--- src/include/wls_pkg.sv ---
// What this block does
// - Temperature above warn limit sets flags, alert.
// - Temperature compared is sixteen-sample average.
// - Temperature limit 0FFFh disables; reset 0FFFh.
// - Input above overvoltage limit sets flags, alert.
// - Overvoltage limit resets 0FFFh, which disables.
// - Input below undervoltage limit sets flags, alert.
// - Undervoltage limit resets 0000h, which disables.
// - Limits read and written as words.
// - Flags stick until cause gone and cleared.
// - Status byte bits 6,3,2,1; 7,5,4 zero.
// - Bit 0 flags anything else; resets 1.
// - Word high byte bits 15,13,12,11,9 only.
// - Input undervoltage flags preset, auto-clear once.
// - Output status holds only bit 5.
// - Input status bit layout, bit 3 zero.
// - Undervoltage warn bit presets, clears above lockout.
// - Clear command resets flags and alert.
package wls_pkg;

   localparam logic [7:0]  CODE_CLEAR      = 8'h03;
   localparam logic [7:0]  CODE_OT_WARN    = 8'h51;
   localparam logic [7:0]  CODE_VIN_OV     = 8'h57;
   localparam logic [7:0]  CODE_INPUT_UNDERVOLTAGE_FLAG     = 8'h58;
   localparam logic [7:0]  CODE_STAT_BYTE  = 8'h78;
   localparam logic [7:0]  CODE_STAT_WORD  = 8'h79;
   localparam logic [7:0]  CODE_STAT_VOUT  = 8'h7A;
   localparam logic [7:0]  CODE_STAT_INPUT = 8'h7C;

   localparam int          VAL_W           = 12;
   localparam logic [11:0] LIMIT_OFF_HIGH  = 12'h0FFF;
   localparam logic [11:0] LIMIT_OFF_LOW   = 12'h0000;
   localparam logic [11:0] OT_WARN_RST     = 12'h0FFF;
   localparam logic [11:0] VIN_OV_RST      = 12'h0FFF;
   localparam logic [11:0] INPUT_UNDERVOLTAGE_FLAG_RST      = 12'h0000;

   localparam int          AVG_COUNT       = 16;
   localparam int          AVG_SHIFT       = 4;

   // Sticky flag positions
   localparam int F_OT_WARN     = 0;
   localparam int F_OT_FAULT    = 1;
   localparam int F_VIN_OV_WARN = 2;
   localparam int F_INPUT_UNDERVOLTAGE_FLAG_WARN = 3;
   localparam int F_VIN_OV_FLT  = 4;
   localparam int F_INPUT_UNDERVOLTAGE_FLAG_FLT  = 5;
   localparam int F_IIN_OC_FLT  = 6;
   localparam int F_IIN_OC_WARN = 7;
   localparam int F_INPUT_OVERPOWER_WARNING = 8;
   localparam int F_VOUT_UV     = 9;
   localparam int F_SHORTED     = 10;
   localparam int F_BREAKER     = 11;
   localparam int F_COMM        = 12;
   localparam int F_PG_NEG      = 13;
   localparam int NFLAG         = 14;

   localparam logic [13:0] FLAG_RST    = 14'h2028;
   localparam logic [13:0] UVLO_CLR    = 14'h0028;
   // Power-good negation is preset at reset, so it stays off the alert
   localparam logic [13:0] ALERT_SRC   = 14'h1FFF;

   localparam int SB_OFF   = 6;
   localparam int SB_UV    = 3;
   localparam int SB_TEMP  = 2;
   localparam int SB_CML   = 1;
   localparam int SB_OTHER = 0;
   localparam int SW_VOUT  = 7;
   localparam int SW_INPUT = 5;
   localparam int SW_FET   = 4;
   localparam int SW_PG    = 3;
   localparam int SW_CB    = 1;
   localparam int SV_UV    = 5;

   typedef enum logic [1:0] {
      WLS_SEND_BYTE,
      WLS_WRITE_WORD,
      WLS_READ_BYTE,
      WLS_READ_WORD
   } wls_kind_t;

   typedef struct packed {
      wls_kind_t   kind;
      logic [7:0]  code;
      logic [15:0] wdata;
   } wls_cmd_t;

   typedef struct packed {
      logic fet_off;
      logic power_good;
      logic above_uvlo;
      logic ot_fault;
      logic vin_ov_fault;
      logic input_undervoltage_flag_fault;
      logic input_overcurrent_fault;
      logic iin_oc_warn;
      logic input_overpower_warning;
      logic vout_uv_warn;
      logic shorted_switch;
      logic breaker_trip;
      logic comm_fault;
   } wls_pins_t;

endpackage

--- src/verilog/wls_avg.sv ---
`timescale 1ns/1ps
`default_nettype none
module wls_avg
   import wls_pkg::*;
(
   input  wire logic              clk_i,
   input  wire logic              nrst_i,
   input  wire logic              valid_i,
   input  wire logic [VAL_W-1:0]  sample_i,
   output logic                   valid_o,
   output logic      [VAL_W-1:0]  avg_o
);
   logic [VAL_W+AVG_SHIFT-1:0] sum;
   logic [AVG_SHIFT-1:0]       cnt;
   logic [VAL_W+AVG_SHIFT-1:0] next_sum;

   assign next_sum = sum + {{AVG_SHIFT{1'b0}}, sample_i};

   // Sixteen samples per result; at the 1 kHz sample rate this is 16 ms
   always_ff @(posedge clk_i or negedge nrst_i) begin
      if (!nrst_i) begin
         sum     <= '0;
         cnt     <= '0;
         valid_o <= 1'b0;
         avg_o   <= '0;
      end else begin
         valid_o <= 1'b0;
         if (valid_i) begin
            cnt <= cnt + 1'b1;
            if (cnt == AVG_SHIFT'(AVG_COUNT - 1)) begin
               avg_o   <= next_sum[VAL_W+AVG_SHIFT-1:AVG_SHIFT];
               valid_o <= 1'b1;
               sum     <= '0;
            end else begin
               sum <= next_sum;
            end
         end
      end
   end
endmodule
`default_nettype wire

--- src/verilog/wls_top.sv ---
`timescale 1ns/1ps
`default_nettype none
module wls_top
   import wls_pkg::*;
(
   input  wire logic              CLK_I,
   input  wire logic              NRST_I,
   input  wire logic              CMD_VALID_I,
   input  wire wls_cmd_t          CMD_I,
   input  wire logic              TEMP_VALID_I,
   input  wire logic [VAL_W-1:0]  TEMP_I,
   input  wire logic              VIN_VALID_I,
   input  wire logic [VAL_W-1:0]  VIN_I,
   input  wire wls_pins_t         PINS_I,
   output logic                   RSP_VALID_O,
   output logic      [15:0]       RSP_DATA_O,
   output logic                   RSP_ERR_O,
   output logic                   ALERT_LINE_O,
   output logic                   ALERT_LINE_OE_O
);
   wls_pins_t         pins_meta;
   wls_pins_t         pins;
   logic [VAL_W-1:0]  ot_limit;
   logic [VAL_W-1:0]  ov_limit;
   logic [VAL_W-1:0]  uv_limit;
   logic              avg_valid;
   logic [VAL_W-1:0]  avg_temp;
   logic [VAL_W-1:0]  temp_now;
   logic              temp_seen;
   logic [VAL_W-1:0]  vin_now;
   logic              vin_seen;
   logic              uvlo_seen;
   logic              comm_evt;
   logic              clear_cmd;
   logic              bad_cmd;
   logic [NFLAG-1:0]  flag;
   logic [NFLAG-1:0]  cause;
   logic [NFLAG-1:0]  clr;
   logic              first_uvlo;
   logic              ot_cond;
   logic              ov_cond;
   logic              uv_cond;
   logic [7:0]        stat_byte;
   logic [7:0]        stat_high;
   logic [7:0]        stat_vout;
   logic [7:0]        stat_input;
   logic [15:0]       rd_data;
   logic              next_alert;

   // Pin-level status comes from analog and pin logic in another domain
   always_ff @(posedge CLK_I or negedge NRST_I) begin
      if (!NRST_I) begin
         pins_meta <= '0;
         pins      <= '0;
      end else begin
         pins_meta <= PINS_I;
         pins      <= pins_meta;
      end
   end

   wls_avg u_avg (
      .clk_i    (CLK_I),
      .nrst_i   (NRST_I),
      .valid_i  (TEMP_VALID_I),
      .sample_i (TEMP_I),
      .valid_o  (avg_valid),
      .avg_o    (avg_temp)
   );

   // Hold the latest averaged temperature and input sample
   always_ff @(posedge CLK_I or negedge NRST_I) begin
      if (!NRST_I) begin
         temp_now  <= '0;
         temp_seen <= 1'b0;
         vin_now   <= '0;
         vin_seen  <= 1'b0;
      end else begin
         if (avg_valid) begin
            temp_now  <= avg_temp;
            temp_seen <= 1'b1;
         end
         if (VIN_VALID_I) begin
            vin_now  <= VIN_I;
            vin_seen <= 1'b1;
         end
      end
   end

   // Limit comparisons hold until the measurement moves back
   always_comb begin
      ot_cond = temp_seen && (ot_limit != LIMIT_OFF_HIGH)
                && (temp_now > ot_limit);
      ov_cond = vin_seen && (ov_limit != LIMIT_OFF_HIGH)
                && (vin_now > ov_limit);
      uv_cond = vin_seen && (uv_limit != LIMIT_OFF_LOW)
                && (vin_now < uv_limit);
   end

   // Command decode; commands come from the bus engine on this clock
   always_comb begin
      clear_cmd = 1'b0;
      bad_cmd   = 1'b0;
      if (!CMD_VALID_I) begin
         bad_cmd = 1'b0;
      end else if (CMD_I.code == CODE_CLEAR) begin
         clear_cmd = (CMD_I.kind == WLS_SEND_BYTE);
         bad_cmd   = (CMD_I.kind != WLS_SEND_BYTE);
      end else if (CMD_I.code == CODE_OT_WARN ||
                   CMD_I.code == CODE_VIN_OV ||
                   CMD_I.code == CODE_INPUT_UNDERVOLTAGE_FLAG) begin
         bad_cmd = (CMD_I.kind != WLS_WRITE_WORD) &&
                   (CMD_I.kind != WLS_READ_WORD);
      end else if (CMD_I.code == CODE_STAT_WORD) begin
         bad_cmd = (CMD_I.kind != WLS_READ_WORD);
      end else if (CMD_I.code == CODE_STAT_BYTE ||
                   CMD_I.code == CODE_STAT_VOUT ||
                   CMD_I.code == CODE_STAT_INPUT) begin
         bad_cmd = (CMD_I.kind != WLS_READ_BYTE);
      end else begin
         bad_cmd = 1'b1;
      end
   end

   // Threshold registers keep 12 bits; upper write bits are dropped
   always_ff @(posedge CLK_I or negedge NRST_I) begin
      if (!NRST_I) begin
         ot_limit <= OT_WARN_RST;
         ov_limit <= VIN_OV_RST;
         uv_limit <= INPUT_UNDERVOLTAGE_FLAG_RST;
      end else if (CMD_VALID_I && !bad_cmd &&
                   CMD_I.kind == WLS_WRITE_WORD) begin
         if (CMD_I.code == CODE_OT_WARN) begin
            ot_limit <= CMD_I.wdata[VAL_W-1:0];
         end else if (CMD_I.code == CODE_VIN_OV) begin
            ov_limit <= CMD_I.wdata[VAL_W-1:0];
         end else if (CMD_I.code == CODE_INPUT_UNDERVOLTAGE_FLAG) begin
            uv_limit <= CMD_I.wdata[VAL_W-1:0];
         end
      end
   end

   // A refused command counts as a communication fault
   always_ff @(posedge CLK_I or negedge NRST_I) begin
      if (!NRST_I) begin
         comm_evt <= 1'b0;
      end else begin
         comm_evt <= bad_cmd;
      end
   end

   // First rise above lockout drops the startup undervoltage presets
   always_ff @(posedge CLK_I or negedge NRST_I) begin
      if (!NRST_I) begin
         uvlo_seen <= 1'b0;
      end else if (pins.above_uvlo) begin
         uvlo_seen <= 1'b1;
      end
   end

   assign first_uvlo = pins.above_uvlo && !uvlo_seen;

   always_comb begin
      cause                = '0;
      cause[F_OT_WARN]     = ot_cond;
      cause[F_OT_FAULT]    = pins.ot_fault;
      cause[F_VIN_OV_WARN] = ov_cond;
      cause[F_INPUT_UNDERVOLTAGE_FLAG_WARN] = uv_cond;
      cause[F_VIN_OV_FLT]  = pins.vin_ov_fault;
      cause[F_INPUT_UNDERVOLTAGE_FLAG_FLT]  = pins.input_undervoltage_flag_fault;
      cause[F_IIN_OC_FLT]  = pins.input_overcurrent_fault;
      cause[F_IIN_OC_WARN] = pins.iin_oc_warn;
      cause[F_INPUT_OVERPOWER_WARNING] = pins.input_overpower_warning;
      cause[F_VOUT_UV]     = pins.vout_uv_warn;
      cause[F_SHORTED]     = pins.shorted_switch;
      cause[F_BREAKER]     = pins.breaker_trip;
      cause[F_COMM]        = pins.comm_fault || comm_evt;
      cause[F_PG_NEG]      = !pins.power_good;
      clr = ({NFLAG{clear_cmd}}) |
            ({NFLAG{first_uvlo}} & UVLO_CLR);
   end

   // A live cause wins over any clear in the same cycle
   genvar gi;
   generate
      for (gi = 0; gi < NFLAG; gi = gi + 1) begin : g_flag
         always_ff @(posedge CLK_I or negedge NRST_I) begin
            if (!NRST_I) begin
               flag[gi] <= FLAG_RST[gi];
            end else begin
               flag[gi] <= cause[gi] | (flag[gi] & ~clr[gi]);
            end
         end
      end
   endgenerate

   always_comb begin
      stat_byte           = 8'h00;
      stat_byte[SB_OFF]   = pins.fet_off;
      stat_byte[SB_UV]    = flag[F_INPUT_UNDERVOLTAGE_FLAG_FLT];
      stat_byte[SB_TEMP]  = flag[F_OT_WARN] | flag[F_OT_FAULT];
      stat_byte[SB_CML]   = flag[F_COMM];
      stat_byte[SB_OTHER] = flag[F_VIN_OV_WARN] | flag[F_INPUT_UNDERVOLTAGE_FLAG_WARN]
                          | flag[F_VIN_OV_FLT] | flag[F_IIN_OC_FLT]
                          | flag[F_IIN_OC_WARN] | flag[F_INPUT_OVERPOWER_WARNING]
                          | flag[F_VOUT_UV] | flag[F_SHORTED]
                          | flag[F_BREAKER] | flag[F_PG_NEG];
      stat_vout           = 8'h00;
      stat_vout[SV_UV]    = flag[F_VOUT_UV];
      stat_input = {flag[F_VIN_OV_FLT], flag[F_VIN_OV_WARN],
                    flag[F_INPUT_UNDERVOLTAGE_FLAG_WARN], flag[F_INPUT_UNDERVOLTAGE_FLAG_FLT], 1'b0,
                    flag[F_IIN_OC_FLT], flag[F_IIN_OC_WARN],
                    flag[F_INPUT_OVERPOWER_WARNING]};
      stat_high           = 8'h00;
      stat_high[SW_VOUT]  = flag[F_VOUT_UV];
      stat_high[SW_INPUT] = |stat_input;
      stat_high[SW_FET]   = flag[F_SHORTED];
      stat_high[SW_PG]    = flag[F_PG_NEG];
      stat_high[SW_CB]    = flag[F_BREAKER];
   end

   always_comb begin
      rd_data = 16'h0000;
      if (CMD_I.code == CODE_OT_WARN) begin
         rd_data = {4'h0, ot_limit};
      end else if (CMD_I.code == CODE_VIN_OV) begin
         rd_data = {4'h0, ov_limit};
      end else if (CMD_I.code == CODE_INPUT_UNDERVOLTAGE_FLAG) begin
         rd_data = {4'h0, uv_limit};
      end else if (CMD_I.code == CODE_STAT_BYTE) begin
         rd_data = {8'h00, stat_byte};
      end else if (CMD_I.code == CODE_STAT_WORD) begin
         rd_data = {stat_high, stat_byte};
      end else if (CMD_I.code == CODE_STAT_VOUT) begin
         rd_data = {8'h00, stat_vout};
      end else if (CMD_I.code == CODE_STAT_INPUT) begin
         rd_data = {8'h00, stat_input};
      end
   end

   // Every command gets one answer cycle, refused ones with the error bit
   always_ff @(posedge CLK_I or negedge NRST_I) begin
      if (!NRST_I) begin
         RSP_VALID_O <= 1'b0;
         RSP_DATA_O  <= 16'h0000;
         RSP_ERR_O   <= 1'b0;
      end else begin
         RSP_VALID_O <= CMD_VALID_I;
         RSP_ERR_O   <= CMD_VALID_I && bad_cmd;
         if (CMD_VALID_I && !bad_cmd && (CMD_I.kind == WLS_READ_WORD ||
                                         CMD_I.kind == WLS_READ_BYTE)) begin
            RSP_DATA_O <= rd_data;
         end else begin
            RSP_DATA_O <= 16'h0000;
         end
      end
   end

   assign next_alert = |(cause & ALERT_SRC) |
                       (ALERT_LINE_OE_O & ~clear_cmd);

   // Open-drain alert: the enable pulls the line low, the level stays 0
   always_ff @(posedge CLK_I or negedge NRST_I) begin
      if (!NRST_I) begin
         ALERT_LINE_O    <= 1'b0;
         ALERT_LINE_OE_O <= 1'b0;
      end else begin
         ALERT_LINE_O    <= 1'b0;
         ALERT_LINE_OE_O <= next_alert;
      end
   end
endmodule
`default_nettype wire

--- config.mk ---
export PLATFORM = sky130hd
export DESIGN_NAME = wls_top
export DESIGN_NICKNAME = d
export VERILOG_FILES = /design/src/include/wls_pkg.sv /design/src/verilog/wls_avg.sv /design/src/verilog/wls_top.sv
export SDC_FILE = /design/constraint.sdc
export NUM_CORES = 1
export LEC_CHECK = 0
export BUFFER_PORTS_ARGS = -buffer_cell sky130_fd_sc_hd__buf_2
export CORE_MARGIN = 8
export CORE_UTILIZATION = 50
export CTS_CLUSTER_DIAMETER = 100
export DETAILED_ROUTE_END_ITERATION = 10
export HOLD_SLACK_MARGIN = 0.15
export PLACE_DENSITY = 0.71
export SLEW_MARGIN = 20
export SYNTH_ARGS = -nofsm -noshare
export SYNTH_HDL_FRONTEND = slang
export SYNTH_SLANG_ARGS = --single-unit
--- constraint.sdc ---
create_clock -name CLK_I -period 2.13 [get_ports CLK_I]
set_input_delay 0.213 -clock CLK_I [delete_from_list [all_inputs] [get_ports CLK_I]]
set_output_delay 0.213 -clock CLK_I [all_outputs]
set_load 0.01 [all_outputs]
==> metrics.md <==
| Metric | Value |
|---|---|
| Largest net degree at the start of global routing | `57` |
| Register area share after synthesis | `52.1%` |
| Combinational family with the most area after synthesis | `compound AO/OA/AOI/OAI gates` |
| Crit-path max cell delay | `0.42 ns` |
| Synth Area in XOR/XNOR | `1.53%` |
| CP bufs+invs | `0` |
| Syn_area_per_cell | `11.5 um^2` |
| P per Cell Area | `962 mW/mm^2` |
| First-pass iteration count of the detailed router | `5` |
| I/O Pins | `88` |
| First-pass GRT wire length | `31.4 mm` |
| Max-slew violation count | `0` |
| Post-synthesis mux area share | `9.49%` |
| Failing checks | `setup timing` |
| Final setup fails | `2` |
| CP Max Fanout | `2` |
| DR DRC count | `0` |
| Reg2reg end | `u_avg.avg_o[11]` |
| Final Power | `9.33 mW` |
| TritonCTS Sinks | `154` |
| Slowest-stage cell, CP | `dfrtp_1` |
| Die area | `0.0191 mm^2` |
| # nets final | `959` |
| RePlAce Congestion | `0.923` |
| Levels on crit path | `7` |
| Cell count after synthesis | `651` |
| CTS root buffer | `clkbuf_16` |
| Initial drt markers | `257` |
| Worst EP required | `2.44 ns` |
| Mapped Area | `0.00747 mm^2` |
| Fin worst setup slack | `-0.0583 ns` |
| Flop pwr share | `39.2%` |
| Flops & latches, synth | `154` |
| Core Box Area | `0.0146 mm^2` |
| Clk_lat worst skew | `0.43 ns` |
| CP startpoint kind | `flip-flop` |
| Clk pwr share | `32.3%` |
| Post-synth EDFFs | `0` |
| Internal | `6.48 mW` |
| Via/cell ratio | `5.65` |
| HP Start | `VIN_VALID_I` |
| Period utilization | `103%` |
| Status | `finished, violations left` |
| Number of global-route vias before repair | `6249` |
| Pre-CTS WS | `-0.165 ns` |
| Critical path class | `flip-flop to flip-flop` |
| Crit path DAT | `2.49 ns` |
| Power share of the combinational group | `28.5%` |
| Post-DP HPWL | `13.6 mm` |
| Top_reg_cell synth | `dfrtp_1` |
| H-Tree Depth | `4` |
| Synth Warn # | `0` |
| CTS Buffer Depth | `2` |
| Non-filler cells, final | `1039` |
| DR WL/cell | `18.1 um` |
| Critical Path Sink | `u_avg.avg_o[11]` |
| Synth Area in Compound Gates | `12.5%` |
| Crit path cell chain | `ha_4 > a21o_1 > a31o_1 > or3_4 > o211ai_1 > xnor2_1 > mux2_4` |
| Cell count after placement | `959` |
| Clk pin slew, worst setup/hold paths | `0.07 ns` |
| Max-Cap Viols | `0` |
| DRT Wirelength | `18.8 mm` |
| Post-Synth Simple-Gate Area | `12.3%` |
| Adder-cell area share of the yosys netlist | `8.31%` |
| Worst-Margin Slew | `0.534 ns` |
| Worst r2r path cells | `7` |
| All-layer global routing usage | `20.0%` |
| Area Growth Syn to Fin | `29.9%` |
| Die Ht | `138 um` |
| Antenna cells | `0` |
| Fmax | `0.457 GHz` |
| Layout cells sized above 1 | `36.6%` |
| Crit path time final | `2.19 ns` |
| Final hold vios | `0` |
| Setup slack, reg-to-reg | `-0.06 ns` |
| Worst reg2reg startpoint | `u_avg.sum[6]` |
| GRT overflow | `0` |
| Unrepaired setup endpoints after global routing | `yes` |
| Antenna violations before repair | `0` |
| VDD IR max | `0.000731 V` |
| PortBufs | `81` |
| Rel. slew slack | `63.5%` |
| Crit path max-delay family | `compound AO/OA/AOI/OAI gates` |
| Starting density of the core | `51.2%` |
| Net Switching | `2.86 mW` |
| Final ANT Viol Nets | `0` |
| Post-synth ARST share | `100%` |
| Sw frac | `30.6%` |
| Critical Path End Type | `flip-flop` |
| Row Count | `44` |
| Hold Crit Class | `input port to flip-flop` |
| Via count | `5866` |
| Worst Skew | `0.0121 ns` |
| Die X | `138 um` |
| CTS tree | `done` |
| Netlist cell types | `70` |
| Leakage | `4.32 nW` |
| CTS Buf Count | `17` |
| Worst setup path startpoint | `u_avg.sum[6]` |
==> placed cells by master (no fill, tap or decap), types with 19 or more instances in the layout <==
cell type        n
nor2_1          19
buf_2           80
ha_1            44
buf_4           67
dlygate4sd3_1   43
dfstp_2         27
a21oi_1         26
inv_1           44
nand2_1         43
mux2_2          61
dfrtp_1        127
==> cell usage after synthesis (all sizes together), types with 4 or more instances <==
| cell | n | share of area (%) |
|---|---|---|
| ha | 48 | 8.0 |
| nor4 | 9 | 0.92 |
| xnor2 | 7 | 0.82 |
| and3 | 4 | 0.34 |
| dfstp | 27 | 9.5 |
| nor2 | 23 | 1.4 |
| o22ai | 12 | 1.0 |
| xor2 | 6 | 0.70 |
| buf | 13 | 1.1 |
| a221oi | 6 | 0.70 |
| clkbuf | 9 | 0.45 |
| o2bb2ai | 5 | 0.59 |
| nor2b | 5 | 0.42 |
| or2 | 8 | 0.67 |
| and2 | 6 | 0.50 |
| nor3b | 4 | 0.40 |
| a21oi | 32 | 2.1 |
| or3 | 8 | 0.67 |
| nand2 | 43 | 2.2 |
| a2111oi | 7 | 0.99 |
| o21ai | 22 | 1.5 |
| nand3 | 17 | 1.1 |
| dfrtp | 127 | 43 |
| o211ai | 5 | 0.50 |
| a31oi | 7 | 0.59 |
| mux2 | 62 | 9.4 |
| nand4 | 16 | 1.3 |
| a21o | 14 | 1.4 |
| inv | 45 | 2.3 |
| nand2b | 8 | 0.67 |
| nor3 | 9 | 0.60 |
==> routing by layer <==
layer / vias to the layer above / wire, um / global-route usage [%] / share of wire, %
li1: 2766 / - / - / -
met1: 2877 / 8000 / 24.6 / 43
met2: 184 / 9220 / 33.1 / 49
met3: 39 / 1100 / 5.58 / 5.9
met4: 0 / 431 / 6.98 / 2.3
met5: - / 0 / 0 / 0
==> sequential cells by signal, summed over array words and instances (netlist names), 9 cells and up <==
register and count:
u_avg.avg_o 12, ot_limit 12, pins_meta 13, ov_limit 12, RSP_DATA_O 15, cause 9
temp_now 12, vin_now 12, u_avg.sum 16, uv_limit 12, flag 14
==> worst min path at each step <==
stage | endpoint | cells after the start
2_1_floorplan | ALERT_LINE_OE_O | 0
3_3_place_gp | uvlo_seen | 1
3_5_place_dp | flag[10] | 1
4_1_cts | vin_now[0] | 3
5_1_grt | vin_now[0] | 3
6_report | vin_now[0] | 3
==> repair_timing <==
item / CTS / global route
buffers inserted: 0 / 5
gates resized for setup: 12 / 23
pin swaps: 8 / 26
hold buffers: 43 / 0
endpoints found under the setup margin: 16 / 17
hold endpoints to repair: 119 / 0
==> power groups by stage <==
stage	Combinational, mW	Sequential [mW]	Clock (mW)
floorplan	1.60	3.59	0
global placement	2.21	3.67	0
detailed placement	2.33	3.70	0
CTS	2.48	3.66	3.06
global route	2.97	3.72	3.18
finish	2.66	3.66	3.01
==> area by class of cell <==
class | instances | area [um^2]
Inverter | 45 | 169
Multi-Input combinational cell | 431 | 3440
Clock inverter | 13 | 141
Fill cell | 1074 | 4890
Timing Repair Buffer | 193 | 1390
Tap cell | 184 | 230
Clock buffer | 19 | 443
Sequential cell | 154 | 3890
==> cells by family (layout without fill, tap and decap cells) <==
group,Yosys count,in the layout
other cells,1,2
fa+ha+maj,49,49
compound gates,136,136
mux,63,63
flops,154,154
buf+inv,67,270
xor+xnor,13,13
simple gates,168,168
==> through the flow <==
step	util (%)	hold WS [ns]	setup TNS, ns	area, um^2
detailed placement	58.3	0.206	-1.11	8510
floorplan	-	-0.0826	0	7480
global route	66.5	0.214	-0.695	9700
finish	66.5	0.197	-0.0682	9700
CTS	65.7	0.186	-0.135	9580
global placement	58.3	0.201	-0.357	8510
==> tightest hold or removal path: stages <==
cell and delay, ns:
buf_2 0.20, nand2_1 0.09, o21ai_0 0.07
No activity file was read; power rests on OpenSTA's default activity.
